$ cat config.mk
export PLATFORM = sky130hd
export DESIGN_NAME = rps_out_sel
export DESIGN_NICKNAME = d
export VERILOG_FILES = /design/src/include/rps_pkg.sv /design/src/design/rps_sel_mem.sv /design/src/design/rps_pin_drv.sv /design/src/design/rps_out_sel.sv
export SDC_FILE = /design/constraint.sdc
export NUM_CORES = 1
export LEC_CHECK = 0
export BUFFER_PORTS_ARGS = -buffer_cell sky130_fd_sc_hd__clkbuf_2
export CAP_MARGIN = 25
export CORE_ASPECT_RATIO = 1.25
export CORE_MARGIN = 2
export CORE_UTILIZATION = 43
export CTS_CLUSTER_SIZE = 24
export DETAILED_ROUTE_END_ITERATION = 16
export PLACE_DENSITY_LB_ADDON = 0.05
export REMOVE_ABC_BUFFERS = 1
export SLEW_MARGIN = 20
export SYNTH_ARGS = -nofsm -noshare
export SYNTH_HDL_FRONTEND = slang
export SYNTH_SLANG_ARGS = --single-unit
$ cat constraint.sdc
create_clock -name clk_i -period 2.7 [get_ports clk_i]
set_clock_uncertainty 0.1 [all_clocks]
set_input_delay 0.135 -clock clk_i [delete_from_list [all_inputs] [get_ports clk_i]]
set_output_delay 0.135 -clock clk_i [all_outputs]
set_load 0.005 [all_outputs]
$ cat src/include/rps_pkg.sv
// Package with register map, field layout, reset values and bus slave states for the output pin select block.
package rps_pkg;

   // -----------------------------------------------------------------
   // Register map
   // -----------------------------------------------------------------
   localparam int          NUM_REGS      = 6;
   localparam int          NUM_PINS      = 12;
   localparam int          FIRST_PIN     = 4;
   localparam int          SEL_W         = 5;
   localparam int          REG_W         = 16;
   localparam int          ADDR_W        = 12;
   localparam int          IDX_W         = 3;
   localparam logic [11:0] OFS_PINS_4_5   = 12'h000;
   localparam logic [11:0] OFS_PINS_6_7   = 12'h004;
   localparam logic [11:0] OFS_PINS_8_9   = 12'h008;
   localparam logic [11:0] OFS_PINS_10_11 = 12'h00C;
   localparam logic [11:0] OFS_PINS_12_13 = 12'h010;
   localparam logic [11:0] OFS_PINS_14_15 = 12'h014;
   localparam logic [11:0] OFS_STATUS     = 12'h018;

   // -----------------------------------------------------------------
   // Field layout and reset values
   // -----------------------------------------------------------------
   localparam int          LO_SEL_LSB    = 0;
   localparam int          HI_SEL_LSB    = 8;
   localparam logic [15:0] IMPL_MASK     = 16'h1F1F;
   localparam logic [15:0] SEL_RESET     = 16'h0000;
   localparam logic [4:0]  SEL_NONE      = 5'h00;
   localparam logic [4:0]  NUM_FUNCS_DEF = 5'h12;
   localparam logic [31:0] RDATA_RESET   = 32'h0000_0000;

   // -----------------------------------------------------------------
   // Bus slave states
   // -----------------------------------------------------------------
   typedef enum logic [1:0] {
      RPS_IDLE   = 2'b01,
      RPS_ACCESS = 2'b10
   } rps_state_t;

endpackage : rps_pkg

$ cat src/design/rps_sel_mem.sv
// Selector register store: six 16-bit words with registered read data.
`timescale 1ns/1ns
`default_nettype none
module rps_sel_mem
   import rps_pkg::*;
#(
   parameter int DEPTH = NUM_REGS
)
(
   // Clock and reset
   input  wire logic                 clk_i,
   input  wire logic                 rstn_i,
   // Write port
   input  wire logic                 we_i,
   input  wire logic [IDX_W-1:0]     widx_i,
   input  wire logic [REG_W-1:0]     wdata_i,
   // Read port
   input  wire logic [IDX_W-1:0]     ridx_i,
   output logic      [REG_W-1:0]     rdata_o,
   // Whole contents for the pin decoders
   output logic      [DEPTH*REG_W-1:0] flat_o
);

   initial
   begin
      if (DEPTH < 1 || DEPTH > (1 << IDX_W))
         $error("rps_sel_mem: DEPTH out of range");
   end

   logic [REG_W-1:0] mem_reg [DEPTH];

   // Unimplemented bits are masked on write, so they can never hold a one.
   always_ff @(posedge clk_i or negedge rstn_i)
   begin
      if (!rstn_i)
      begin
         for (int i = 0; i < DEPTH; i++)
            mem_reg[i] <= SEL_RESET;
         rdata_o <= SEL_RESET;
      end
      else
      begin
         if (we_i && (int'(widx_i) < DEPTH))
            mem_reg[widx_i] <= wdata_i & IMPL_MASK;
         rdata_o <= (int'(ridx_i) < DEPTH) ? mem_reg[ridx_i] : SEL_RESET;
      end
   end

   always_comb
   begin
      for (int i = 0; i < DEPTH; i++)
         flat_o[i*REG_W +: REG_W] = mem_reg[i];
   end

endmodule : rps_sel_mem
`default_nettype wire

$ cat src/design/rps_pin_drv.sv
// One remappable pin: picks the peripheral output named by its selector code.
`timescale 1ns/1ns
`default_nettype none
module rps_pin_drv
   import rps_pkg::*;
#(
   parameter int NFUNC = 18
)
(
   // Clock and reset
   input  wire logic             clk_i,
   input  wire logic             rstn_i,
   // Selector and peripheral outputs
   input  wire logic [SEL_W-1:0] sel_i,
   input  wire logic [NFUNC:0]   func_out_i,
   input  wire logic [NFUNC:0]   func_oe_i,
   // Pin drive
   output logic                  pin_o,
   output logic                  pin_oe_o,
   output logic                  periph_own_o
);

   initial
   begin
      if (NFUNC < 1 || NFUNC > 31)
         $error("rps_pin_drv: NFUNC out of range");
   end

   // Code zero or an unknown code hands the pin back to port logic.
   wire valid_sel = (sel_i != SEL_NONE) && (int'(sel_i) <= NFUNC);

   always_ff @(posedge clk_i or negedge rstn_i)
   begin
      if (!rstn_i)
      begin
         pin_o        <= 1'b0;
         pin_oe_o     <= 1'b0;
         periph_own_o <= 1'b0;
      end
      else
      begin
         pin_o        <= valid_sel & func_out_i[sel_i];
         pin_oe_o     <= valid_sel & func_oe_i[sel_i];
         periph_own_o <= valid_sel;
      end
   end
endmodule : rps_pin_drv
`default_nettype wire

$ cat src/design/rps_out_sel.sv
// APB-reached output pin select block for remappable pins 4 to 15.
//
// Function
// - The word at offset 0x000 routes the code in bits 12-8 to pin 5 and bits 4-0 to pin 4.
// - The word at offset 0x004 routes bits 12-8 to pin 7 and bits 4-0 to pin 6.
// - The word at offset 0x008 routes bits 12-8 to pin 9 and bits 4-0 to pin 8.
// - The word at offset 0x00C routes bits 12-8 to pin 11 and bits 4-0 to pin 10.
// - The word at offset 0x010 routes bits 12-8 to pin 13 and bits 4-0 to pin 12.
// - The word at offset 0x014 routes bits 12-8 to pin 15 and bits 4-0 to pin 14.
// - Bits 15-13 and 7-5 of every select word ignore writes and read as zero.
// - Every 5-bit selector is read/write and clears to zero at reset.
//
// Local design decisions: the APB slave port and the register offsets.
`timescale 1ns/1ns
`default_nettype none
module rps_out_sel
   import rps_pkg::*;
#(
   parameter int NFUNC = int'(NUM_FUNCS_DEF)
)
(
   // Clock and reset
   input  wire logic                  clk_i,
   input  wire logic                  rstn_i,
   // APB slave
   input  wire logic                  psel_i,
   input  wire logic                  penable_i,
   input  wire logic                  pwrite_i,
   input  wire logic [ADDR_W-1:0]     paddr_i,
   input  wire logic [31:0]           pwdata_i,
   input  wire logic [3:0]            pstrb_i,
   output logic                       pready_o,
   output logic      [31:0]           prdata_o,
   output logic                       pslverr_o,
   // Peripheral output functions, index 0 unused
   input  wire logic [NFUNC:0]        func_out_i,
   input  wire logic [NFUNC:0]        func_oe_i,
   // Remappable pins 4 to 15, bit 0 is pin 4
   output logic      [NUM_PINS-1:0]   pin_o,
   output logic      [NUM_PINS-1:0]   pin_oe_o,
   output logic      [NUM_PINS-1:0]   periph_own_o
);

   initial
   begin
      if (NFUNC < 1 || NFUNC > 31)
         $error("rps_out_sel: NFUNC out of range");
   end

   // -----------------------------------------------------------------
   // Address decode
   // -----------------------------------------------------------------
   function automatic logic addr_is_sel(input logic [ADDR_W-1:0] a);
      return (a[1:0] == 2'h0) && (a <= OFS_PINS_14_15);
   endfunction : addr_is_sel

   function automatic logic [IDX_W-1:0] addr_idx(input logic [ADDR_W-1:0] a);
      return a[IDX_W+1:2];
   endfunction : addr_idx

   rps_state_t state_reg;
   rps_state_t state_next;

   wire                  setup_ok  = psel_i && !penable_i;
   wire                  hit_sel   = addr_is_sel(paddr_i);
   wire                  hit_stat  = (paddr_i == OFS_STATUS);
   wire                  hit_any   = hit_sel || hit_stat;
   wire [IDX_W-1:0]      idx       = addr_idx(paddr_i);
   // Writes land in the setup cycle; the access cycle then answers at once.
   wire                  do_write  = setup_ok && pwrite_i && hit_sel && (state_reg == RPS_IDLE);
   wire [REG_W-1:0]      mem_rdata;
   wire [REG_W-1:0]      cur_word;
   wire [REG_W-1:0]      wr_word;
   wire [NUM_REGS*REG_W-1:0] sel_flat;
   wire [NUM_PINS-1:0]   own_w;

   // Byte lanes: only the two low lanes carry select bits.
   assign wr_word = {pstrb_i[1] ? pwdata_i[15:8] : cur_word[15:8],
                     pstrb_i[0] ? pwdata_i[7:0]  : cur_word[7:0]};
   assign cur_word = sel_flat[int'(idx)*REG_W +: REG_W];

   always_comb
   begin
      state_next = state_reg;
      case (state_reg)
         RPS_IDLE:   state_next = setup_ok ? RPS_ACCESS : RPS_IDLE;
         RPS_ACCESS: state_next = RPS_IDLE;
         default:    state_next = RPS_IDLE;
      endcase
   end

   // -----------------------------------------------------------------
   // Selector store
   // -----------------------------------------------------------------
   rps_sel_mem #(
      .DEPTH (NUM_REGS)
   ) u_mem (
      .clk_i   (clk_i),
      .rstn_i  (rstn_i),
      .we_i    (do_write),
      .widx_i  (idx),
      .wdata_i (wr_word),
      .ridx_i  (idx),
      .rdata_o (mem_rdata),
      .flat_o  (sel_flat)
   );

   // -----------------------------------------------------------------
   // Pin routing: even pin from bits 4-0, odd pin from bits 12-8
   // -----------------------------------------------------------------
   // Register r feeds pins 2r+4 and 2r+5.
   for (genvar p = 0; p < NUM_PINS; p++)
   begin : g_pin
      localparam int REG_IX = p / 2;
      localparam int LSB    = (p % 2 == 0) ? LO_SEL_LSB : HI_SEL_LSB;
      rps_pin_drv #(
         .NFUNC (NFUNC)
      ) u_drv (
         .clk_i        (clk_i),
         .rstn_i       (rstn_i),
         .sel_i        (sel_flat[REG_IX*REG_W+LSB +: SEL_W]),
         .func_out_i   (func_out_i),
         .func_oe_i    (func_oe_i),
         .pin_o        (pin_o[p]),
         .pin_oe_o     (pin_oe_o[p]),
         .periph_own_o (own_w[p])
      );
   end

   assign periph_own_o = own_w;

   // -----------------------------------------------------------------
   // Bus answer
   // -----------------------------------------------------------------
   // Read data are picked in the setup cycle and registered, so the
   // answer is always one access cycle, zero wait states.
   wire [31:0] rd_word = hit_stat ? {{(32-NUM_PINS){1'b0}}, own_w}
                                  : {{(32-REG_W){1'b0}}, cur_word};

   always_ff @(posedge clk_i or negedge rstn_i)
   begin
      if (!rstn_i)
      begin
         state_reg <= RPS_IDLE;
         pready_o  <= 1'b0;
         pslverr_o <= 1'b0;
      end
      else
      begin
         state_reg <= state_next;
         pready_o  <= setup_ok;
         pslverr_o <= setup_ok && !(hit_any && !(pwrite_i && hit_stat));
      end
   end

   // Read data leave from a flip-flop; refused reads return zero.
   logic rd_pending_reg;
   logic rd_err_reg;
   logic rd_stat_q;
   always_ff @(posedge clk_i or negedge rstn_i)
   begin
      if (!rstn_i)
      begin
         rd_pending_reg <= 1'b0;
         rd_err_reg     <= 1'b0;
         rd_stat_q      <= 1'b0;
         prdata_o       <= RDATA_RESET;
      end
      else
      begin
         rd_pending_reg <= setup_ok && !pwrite_i;
         rd_err_reg     <= setup_ok && !hit_any;
         rd_stat_q      <= setup_ok && hit_stat;
         prdata_o       <= (setup_ok && !pwrite_i && hit_any) ? rd_word : RDATA_RESET;
      end
   end
endmodule : rps_out_sel
`default_nettype wire

# Word level (Yosys, flattened, before mapping)
# Cells that the tools add are included.
totals:
  register_bits: 152
  word_cells: 201
classes:
  reduce_logical: 42
  n_lt_le_gt_ge: 28
  shift: 1
  muxes: 57
  bitwise_logic: 25
  n_eq_ne: 2
ops:
  columns: ["cell", "n"]
  rows:
  - ["$bmux 1 s5", 24]
  - ["$bwmux 96", 1]
  - ["$shiftx 96x8->16", 1]
  - ["$lt 5x6->1 const B", 12]
  - ["$le 5x5->1 const B", 12]
  - ["$reduce_bool 5->1", 12]
  - ["$demux 16 s3", 1]
  - ["$mux 16", 3]
  - ["$and 1x1->1", 24]
  - ["$logic_and 1x1->1", 24]
  - ["$mux 1", 24]
  - ["$eq 12x5->1 const B", 1]
  - ["$le 12x5->1 const B", 1]
  - ["$mux 5", 2]
  - ["$ge 4x4->1 const B", 1]
  - ["$logic_not 1->1", 4]
  - ["$lt 4x1->1 const B", 1]
  - ["$mux 2", 2]
  - ["$not 3->4", 1]
  - ["$lt 3x3->1 const B", 1]
  - ["$eq 2x1->1 const B", 1]
  - ["$logic_not 2->1", 1]
  - ["$logic_or 1x1->1", 1]

# Longest topological paths before layout
# Gate-level depths: netlist of the first run.
logic_depth:
  word_depth: 6
  mapped_depth: 6

# Hierarchy
# Synthesis of the first run repeated with hierarchy kept, for this count alone.
hier_totals:
  hier_cells: 1096
  hier_area_um2: 10918.0
modules_own_cells:
  columns: ["module", "n_inst", "cells_per_inst", "area_each_um2", "seq_area_each_um2"]
  rows:
  - ["rps_pin_drv", 12, 52, 473.0, 75.1]
  - ["rps_sel_mem", 1, 244, 3352.0, 1751.7]
  - ["rps_out_sel", 1, 228, 1890.6, 501.7]

# Worst setup path before layout of the first run
# Ideal clock, no wire load.
synth_path:
  kind: "flip-flop to flip-flop"
  startpoint: "register u_mem.mem_reg (netlist bit u_mem.flat_o[24])"
  endpoint: "register g_pin[3].u_drv.pin_o"
  path_stages_with_launch: 7
  path_slack_ps: 745
  t_arrival_ps: 1721
  path_cell_list: "dfrtp_1 -> buf_2 -> buf_2 -> mux4_2 -> mux2_2 -> a32oi_1 -> o21ai_0"
synth_via:
  elab_chain_cells: 3
  word_cells_on_any_way: 6
synth_lines:
  columns: ["item", "line_no", "text"]
  rows:
  - ["from (decl)", "rps_sel_mem.sv:30", "logic [REG_W-1:0] mem_reg [DEPTH];"]
  - ["from (signal, indexed assignment)", "rps_sel_mem.sv:44", "mem_reg[widx_i] <= wdata_i & IMPL_MASK;"]
  - ["$bmux 1 s5, or another cell as far along", "rps_pin_drv.sv:42", "pin_o <= valid_sel & func_out_i[sel_i];"]
  - ["$mux 1 (not written as such) or $logic_and 1x1->1 (tied branches)", "rps_pin_drv.sv:42, rps_pin_drv.sv:30", null]
  - ["$and 1x1->1 (*)", "rps_pin_drv.sv:42", null]
  - ["to (signal assigned)", "rps_pin_drv.sv:42", null]
  - ["to (decl)", "rps_pin_drv.sv:18", "output logic pin_o,"]
# Every way passes the cells marked *; elsewhere a longest branch is shown, timed or not. The select of a mux whose other input is x is not followed.
# A chain may end at the register's enable or synchronous reset.

# Worst setup path in the final report of the first run
layout_path:
  startpoint: "input port paddr_i[2]"
  endpoint: "register u_mem.mem_reg (netlist bit u_mem.flat_o[0])"
layout_via:
  elab_chain_cells: 6
  word_cells_on_any_way: 15
layout_lines:
  columns: ["item", "line_no", "text"]
  rows:
  - ["from (decl)", "rps_out_sel.sv:29", "input wire logic [ADDR_W-1:0] paddr_i,"]
  - ["parallel branches: the longest is 6 deep, another holds $shiftx 96x8->16", null, null]
# Several ways; the timed one is not identified.

==> metrics.md, run 1 <==
| Metric | Value |
|---|---|
| Status | finished clean |
| Global-route usage over all layers | 29.7% |
| GPL Wtd Cong | 0.858 |
| Core area | 0.0222 mm² |
| Clock transition at path regs | 60 ps |
| #FFs+latches synth | 113 |
| CP max FO | 24 |
| Met1 track demand over resource | 39.2% |
| CP max stage cell | dlygate4sd3_1 |
| Post-CTS resize count | 0 |
| Worst setup path class | in -> reg |
| Largest net degree at the start of global routing | 44 |
| Setup TNS | 0 ps |
| Slowest stage delay, CP | 530 ps |
| Final Cycle Share | 91.1% |
| Area of the mapped netlist | 0.00973 mm² |
| Setup Buffers After CTS | 0 |
| CTS tree | yes |
| Most common cell after layout, fill and taps aside | clkbuf_2 |
| Hold_ws | 41.3 ps |
| Row count | 61 |
| Buffers added on ports | 117 |
| CP arrival | 2630 ps |
| Clock sinks | 113 |
| Tightest Pin Transition | 1060 ps |
| Antenna Nets Post-Route | 0 |
| Max-cap viol count | 0 |
| Most frequent cells in the layout | 116 x clkbuf_2, 112 x dfrtp_1, 96 x mux2i_1 |
| Cells after Synth | 988 |
| Routed length per instance | 26.8 µm |
| DR pass1 iterations | 6 |
| Fin nets | 1,107 |
| Max_slew headroom | 28.4% |
| Final Power | 4.86 mW |
| Post-Syn Area per Cell | 9.85 µm² |
| Clk root buf | clkbuf_16 |
| CP startpoint kind | input pin |
| Minimum clock period | 2460 ps |
| Non-filler cells in the finished layout | 1,311 |
| Met2 track demand over resource | 46.2% |
| Vias per inst | 6.51 |
| Pre-CTS setup slack | 382 ps |
| Die ar. | 0.0239 mm² |
| Initial antenna violation count | 0 |
| First-pass GRT wire length | 52,400 µm |
| Depth of the most critical reg-to-reg path | 4 |
| Ant. Diodes | 0 |
| Post-synth EDFFs | 0 |
| Hold Vio Cnt, Final | 0 |
| Vias in the first global route | 8,152 |
| HP Class | in -> async |
| Routed wire length | 35,100 µm |
| Unrepaired setup endpoints after global routing | no |
| Routed via count | 8,531 |
| Die width | 139 µm |
| DR iter-0 viols | 624 |
| Share of cells above drive strength 1 | 26.4% |
| Synth Warn # | 0 |
| Ys async rst share | 100% |
| Setup ws final | 240 ps |
| Htree depth | 4 |
| Final setup viols | 0 |
| Pleak | 4.33 nW |
| Post-CTS Hold Fix Bufs | 8 |
| Max rail drop VDD | 0.448 mV |
| Bufs on Longest Clock Path | 2 |
| Hpwl dp | 23,400 µm |
| Power per cell area | 447 mW/mm² |
| Number of flip-flops in the largest register | 60 |
| Synthesis-to-finish area growth | 11.8% |
| Slew Limit Fails | 0 |
| Met3 usage | 6.18% |
| DR DRC count | 0 |
| Worst EP required | 2870 ps |
| Number of buffers created by CTS | 17 |
| Worst skew pair latency | 430 ps |
| Seq/Total Area, Yosys | 29.1% |
| Number of placed cells counting well taps | 1,272 |
| Crit path cell chain | dlygate4sd3_1 > clkbuf_2 > buf_12 > buf_4 > clkinv_1 > buf_4 > nand3_1 > o31ai_1 > o31ai_1 |
| Most used routing layer | met2 |
| Crit path capture type | flip-flop |
| GRT Residual Overflow | 0 |
| Ports | 161 |
| Dominant synthesized flop cell | dfrtp_1 |
| # fillers | 2,102 |
| Fmax | 0.407 GHz |
| Die Y | 172 µm |
| Distinct cell type count after synthesis | 42 |
| Initial Util | 43.8% |
## cell families after synthesis
kind of cell / count (synthesis) / share of synthesized area, %
AOI/OAI and AO/OA: 221 / 16.4
muxes: 174 / 27.5
DFF: 113 / 29.1
and+or+nand+nor: 282 / 16.5
other: 1 / 0.0385
buffers and inverters: 197 / 10.4
## cell usage after synthesis, drive strengths merged (27+ instances only)
cell type / number / share of area, %
dfrtp: 112 / 29
nand2b: 42 / 2.7
clkbuf: 77 / 3.0
a211oi: 31 / 2.4
nor2: 53 / 2.0
buf: 95 / 6.5
mux2i: 96 / 9.9
mux4: 74 / 17
nand2: 27 / 1.0
nor2b: 59 / 3.8
nand3: 27 / 1.4
o31ai: 90 / 6.9
## report_power, final
part	switching, mW	internal, mW	total [mW]
registers	0.00400	1.70	1.70
clock network	0.859	1.70	2.56
logic	0.381	0.216	0.597
## worst max-delay path: cells and delay by family
family / cells / cell delay [ps]
and+or+nand+nor: 1 / 520
AOI/OAI and AO/OA: 2 / 490
buffers and inverters: 6 / 1460
## layer usage
metal  vias up  routed length [µm]
li1       3759                   -
met1      4254               14600
met2       426               15900
met3        92                2730
met4         0                1880
met5         -                   0
## metrics by stage
step | cell area (µm²) | utilization (%)
after floorplan | 8880 | -
after global placement | 10100 | 45.7
after detailed placement | 10100 | 45.7
after CTS | 10900 | 49.0
after global routing | 10900 | 49.0
final | 10900 | 49.0
## worst paths after layout
path / start / to / slack [ps]
max: paddr_i[2] / u_mem.flat_o[0]$_DFFE_PN0P_ / 240
min: rstn_i / g_pin[10].u_drv.pin_oe_o$_DFF_PN0_ / 40
max reg2reg: u_mem.flat_o[8]$_DFFE_PN0P_ / u_mem.flat_o[56]$_DFFE_PN0P_ / 400
min reg2reg: g_pin[7].u_drv.periph_own_o$_DFF_PN0_ / prdata_o[7]$_DFF_PN0_ / 380
max in group asynchronous: rstn_i / prdata_o[2]$_DFF_PN0_ / 1760
min in group clk_i: pwdata_i[11] / u_mem.flat_o[11]$_DFFE_PN0P_ / 130
## area by class of cell
class | count | area, µm² | area share (%)
sequential | 113 | 2830 | 26.0
inverter | 25 | 93.8 | 0.863
tap | 283 | 354 | 3.26
multi-input combinational | 696 | 5970 | 54.9
clock buffer | 22 | 474 | 4.36
clock inverter | 9 | 179 | 1.65
timing repair buffer | 163 | 978 | 9.00
No activity file was read; power rests on OpenSTA's default activity.
==> run 2, diff against run 1 <==
Settings changed: REMOVE_ABC_BUFFERS 1 to default, SYNTH_HIERARCHICAL from default to 1.
==> metrics.md, run 2 <==
| Metric | Value |
|---|---|
| Status | finished clean |
| Row count | 62 |
| GRT Residual Overflow | 0 |
| Max rail drop VDD | 0.433 mV |
| Buf+Inv Stages, Crit Path | 3 |
| Register Area | 0.00290 mm² |
| Hold Vio Cnt, Final | 0 |
| Synth Warn # | 6 |
| Cells after Synth | 1,009 |
| DR DRC count | 0 |
| Crit path capture type | flip-flop |
| Tightest Pin Transition | 706 ps |
| Minimum clock period | 2310 ps |
| Most frequent cells in the layout | 178 x mux2i_1, 118 x clkbuf_2, 115 x dfrtp_1 |
| Global-route usage over all layers | 28.3% |
| CTS tree | yes |
| Pleak | 5.07 nW |
| CP arrival | 2520 ps |
| FF-to-FF setup slack | 460 ps |
| Final Cell Area | 0.0115 mm² |
| Die width | 141 µm |
| Bufs on Longest Clock Path | 2 |
| Clock transition at path regs | 50 ps |
| Worst skew pair latency | 430 ps |
| CP startpoint kind | input pin |
| Fmax | 0.433 GHz |
| Routed length per instance | 24.1 µm |
| Most common cell after layout, fill and taps aside | mux2i_1 |
| Unrepaired setup endpoints after global routing | no |
| Max-cap viol count | 0 |
| # fillers | 2,168 |
| Final Cycle Share | 85.5% |
| Vias per inst | 5.98 |
| Ant. Diodes | 0 |
| Initial Util | 43.7% |
| CP max FO | 10 |
| DR pass1 iterations | 6 |
| Htree depth | 4 |
| Area of the mapped netlist | 0.0100 mm² |
| Cell repeated most along the worst path | nor3b_1 |
| HP Class | in -> reg |
| Synthesis-to-finish area growth | 14.6% |
| Footprint of the multi-input gates | 0.00649 mm² |
| Routed wire length | 34,500 µm |
| GPL Wtd Cong | 0.868 |
| Worst setup path class | in -> reg |
| Fin nets | 1,220 |
| Crit path cell chain | dlygate4sd3_1 > clkbuf_2 > nand2b_1 > nor3b_1 > and4_1 > nand2b_4 > nor3b_1 > buf_4 > mux2_2 |
| DR iter-0 viols | 740 |
| Vias in the first global route | 8,021 |
| Power per cell area | 427 mW/mm² |
| Slowest stage delay, CP | 540 ps |
| Hpwl dp | 23,400 µm |
| CP max stage cell | dlygate4sd3_1 |
| Pre-CTS setup slack | 174 ps |
| Slew Limit Fails | 0 |
| Ports | 161 |
| Largest net degree at the start of global routing | 65 |
| Core area | 0.0230 mm² |
| Die ar. | 0.0246 mm² |
| Setup TNS | 0 ps |
| Worst EP required | 2910 ps |
| Routed via count | 8,552 |
| Clk root buf | clkbuf_16 |
| Initial antenna violation count | 0 |
| Number of flip-flops in the largest register | 60 |
| Antenna Nets Post-Route | 0 |
| Placement Cell Area | 0.0108 mm² |
| Final setup viols | 0 |
| Number of buffers created by CTS | 17 |
| Die Y | 175 µm |
| Share of cells above drive strength 1 | 27.6% |
| Post-Syn Area per Cell | 9.95 µm² |
| Buffers added on ports | 120 |
| Crit path max-delay family | simple AND/OR/NAND/NOR gates |
| Setup ws final | 393 ps |
| Clock sinks | 116 |
| First-pass GRT wire length | 51,400 µm |
| Max_slew headroom | 51.6% |
-- run 2: cell count changes in the layout (fill, tap and decap cells not counted), sizes merged, moves of 38 or more --
cell	delta
mux2	+80
o31ai	-90
nand2b	-38
mux2i	+82
nand3	+45
nand2	+60
-- run 2: cell type report --
type | instances | share of cell area (%)
Multi-Input combinational cell | 811 | 56.4
Sequential cell | 116 | 25.2
Timing Repair Buffer | 171 | 8.92
Clock buffer | 24 | 4.45
Tap cell | 288 | 3.13
Clock inverter | 8 | 1.46
Inverter | 12 | 0.392
-- run 2: power breakdown --
| part | leakage [nW] | internal (mW) | total (mW) | switching (mW) |
|---|---|---|---|---|
| sequential | 1.62 | 1.74 | 1.75 | 0.00203 |
| combinational | 3.13 | 0.197 | 0.553 | 0.356 |
| clock | 0.332 | 1.78 | 2.61 | 0.828 |
-- run 2: worst paths after layout --
| path | end | cells after the start | start |
|---|---|---|---|
| worst min register to register | state_reg[1]$_DFF_PN0_ | 1 | state_reg[1]$_DFF_PN0_ |
| worst max-delay path | u_mem/flat_o[75]$_DFFE_PN0P_ | 9 | penable_i |
| worst min-delay path | pslverr_o$_DFF_PN0_ | 4 | paddr_i[6] |
| max in group asynchronous | u_mem/flat_o[17]$_DFFE_PN0P_ | 3 | rstn_i |
| worst max register to register | u_mem/flat_o[75]$_DFFE_PN0P_ | 6 | state_reg[0]$_DFF_PN1_ |
| min in group asynchronous | state_reg[1]$_DFF_PN0_ | 3 | rstn_i |
-- run 2: repair_timing --
item                                   in CTS  in global routing
setup buffers                               0                  0
hold buffers                                6                  0
resized for setup                           0                  0
endpoints found under the hold margin     119                  0
-- run 2: layer usage --
metal / vias up / GRT usage (%) / routed length (µm)
met5: - / 0 / 0
met4: 0 / 12.3 / 1390
met3: 71 / 4.36 / 2120
met2: 388 / 45.4 / 16200
met1: 4193 / 38.1 / 14700
li1: 3900 / - / -
-- run 2: worst register-to-register path: cells and delay by family, from the launching register on --
kind,cells,cell delay [ps]
buffers and inverters,1,240
DFF,1,510
and+or+nand+nor,4,920
muxes,1,360
-- run 2: stage by stage --
step                      util, %  power, mW  instances  hold WS, ps
after floorplan                 -       2.07       1059         -261
after global placement       46.9       2.31       1392         -162
after detailed placement     46.9       2.31       1392         -163
after CTS                    50.1       4.95       1430         21.5
after global routing         50.1       5.06       1430         31.3
final                        50.1       4.91       1430         28.9
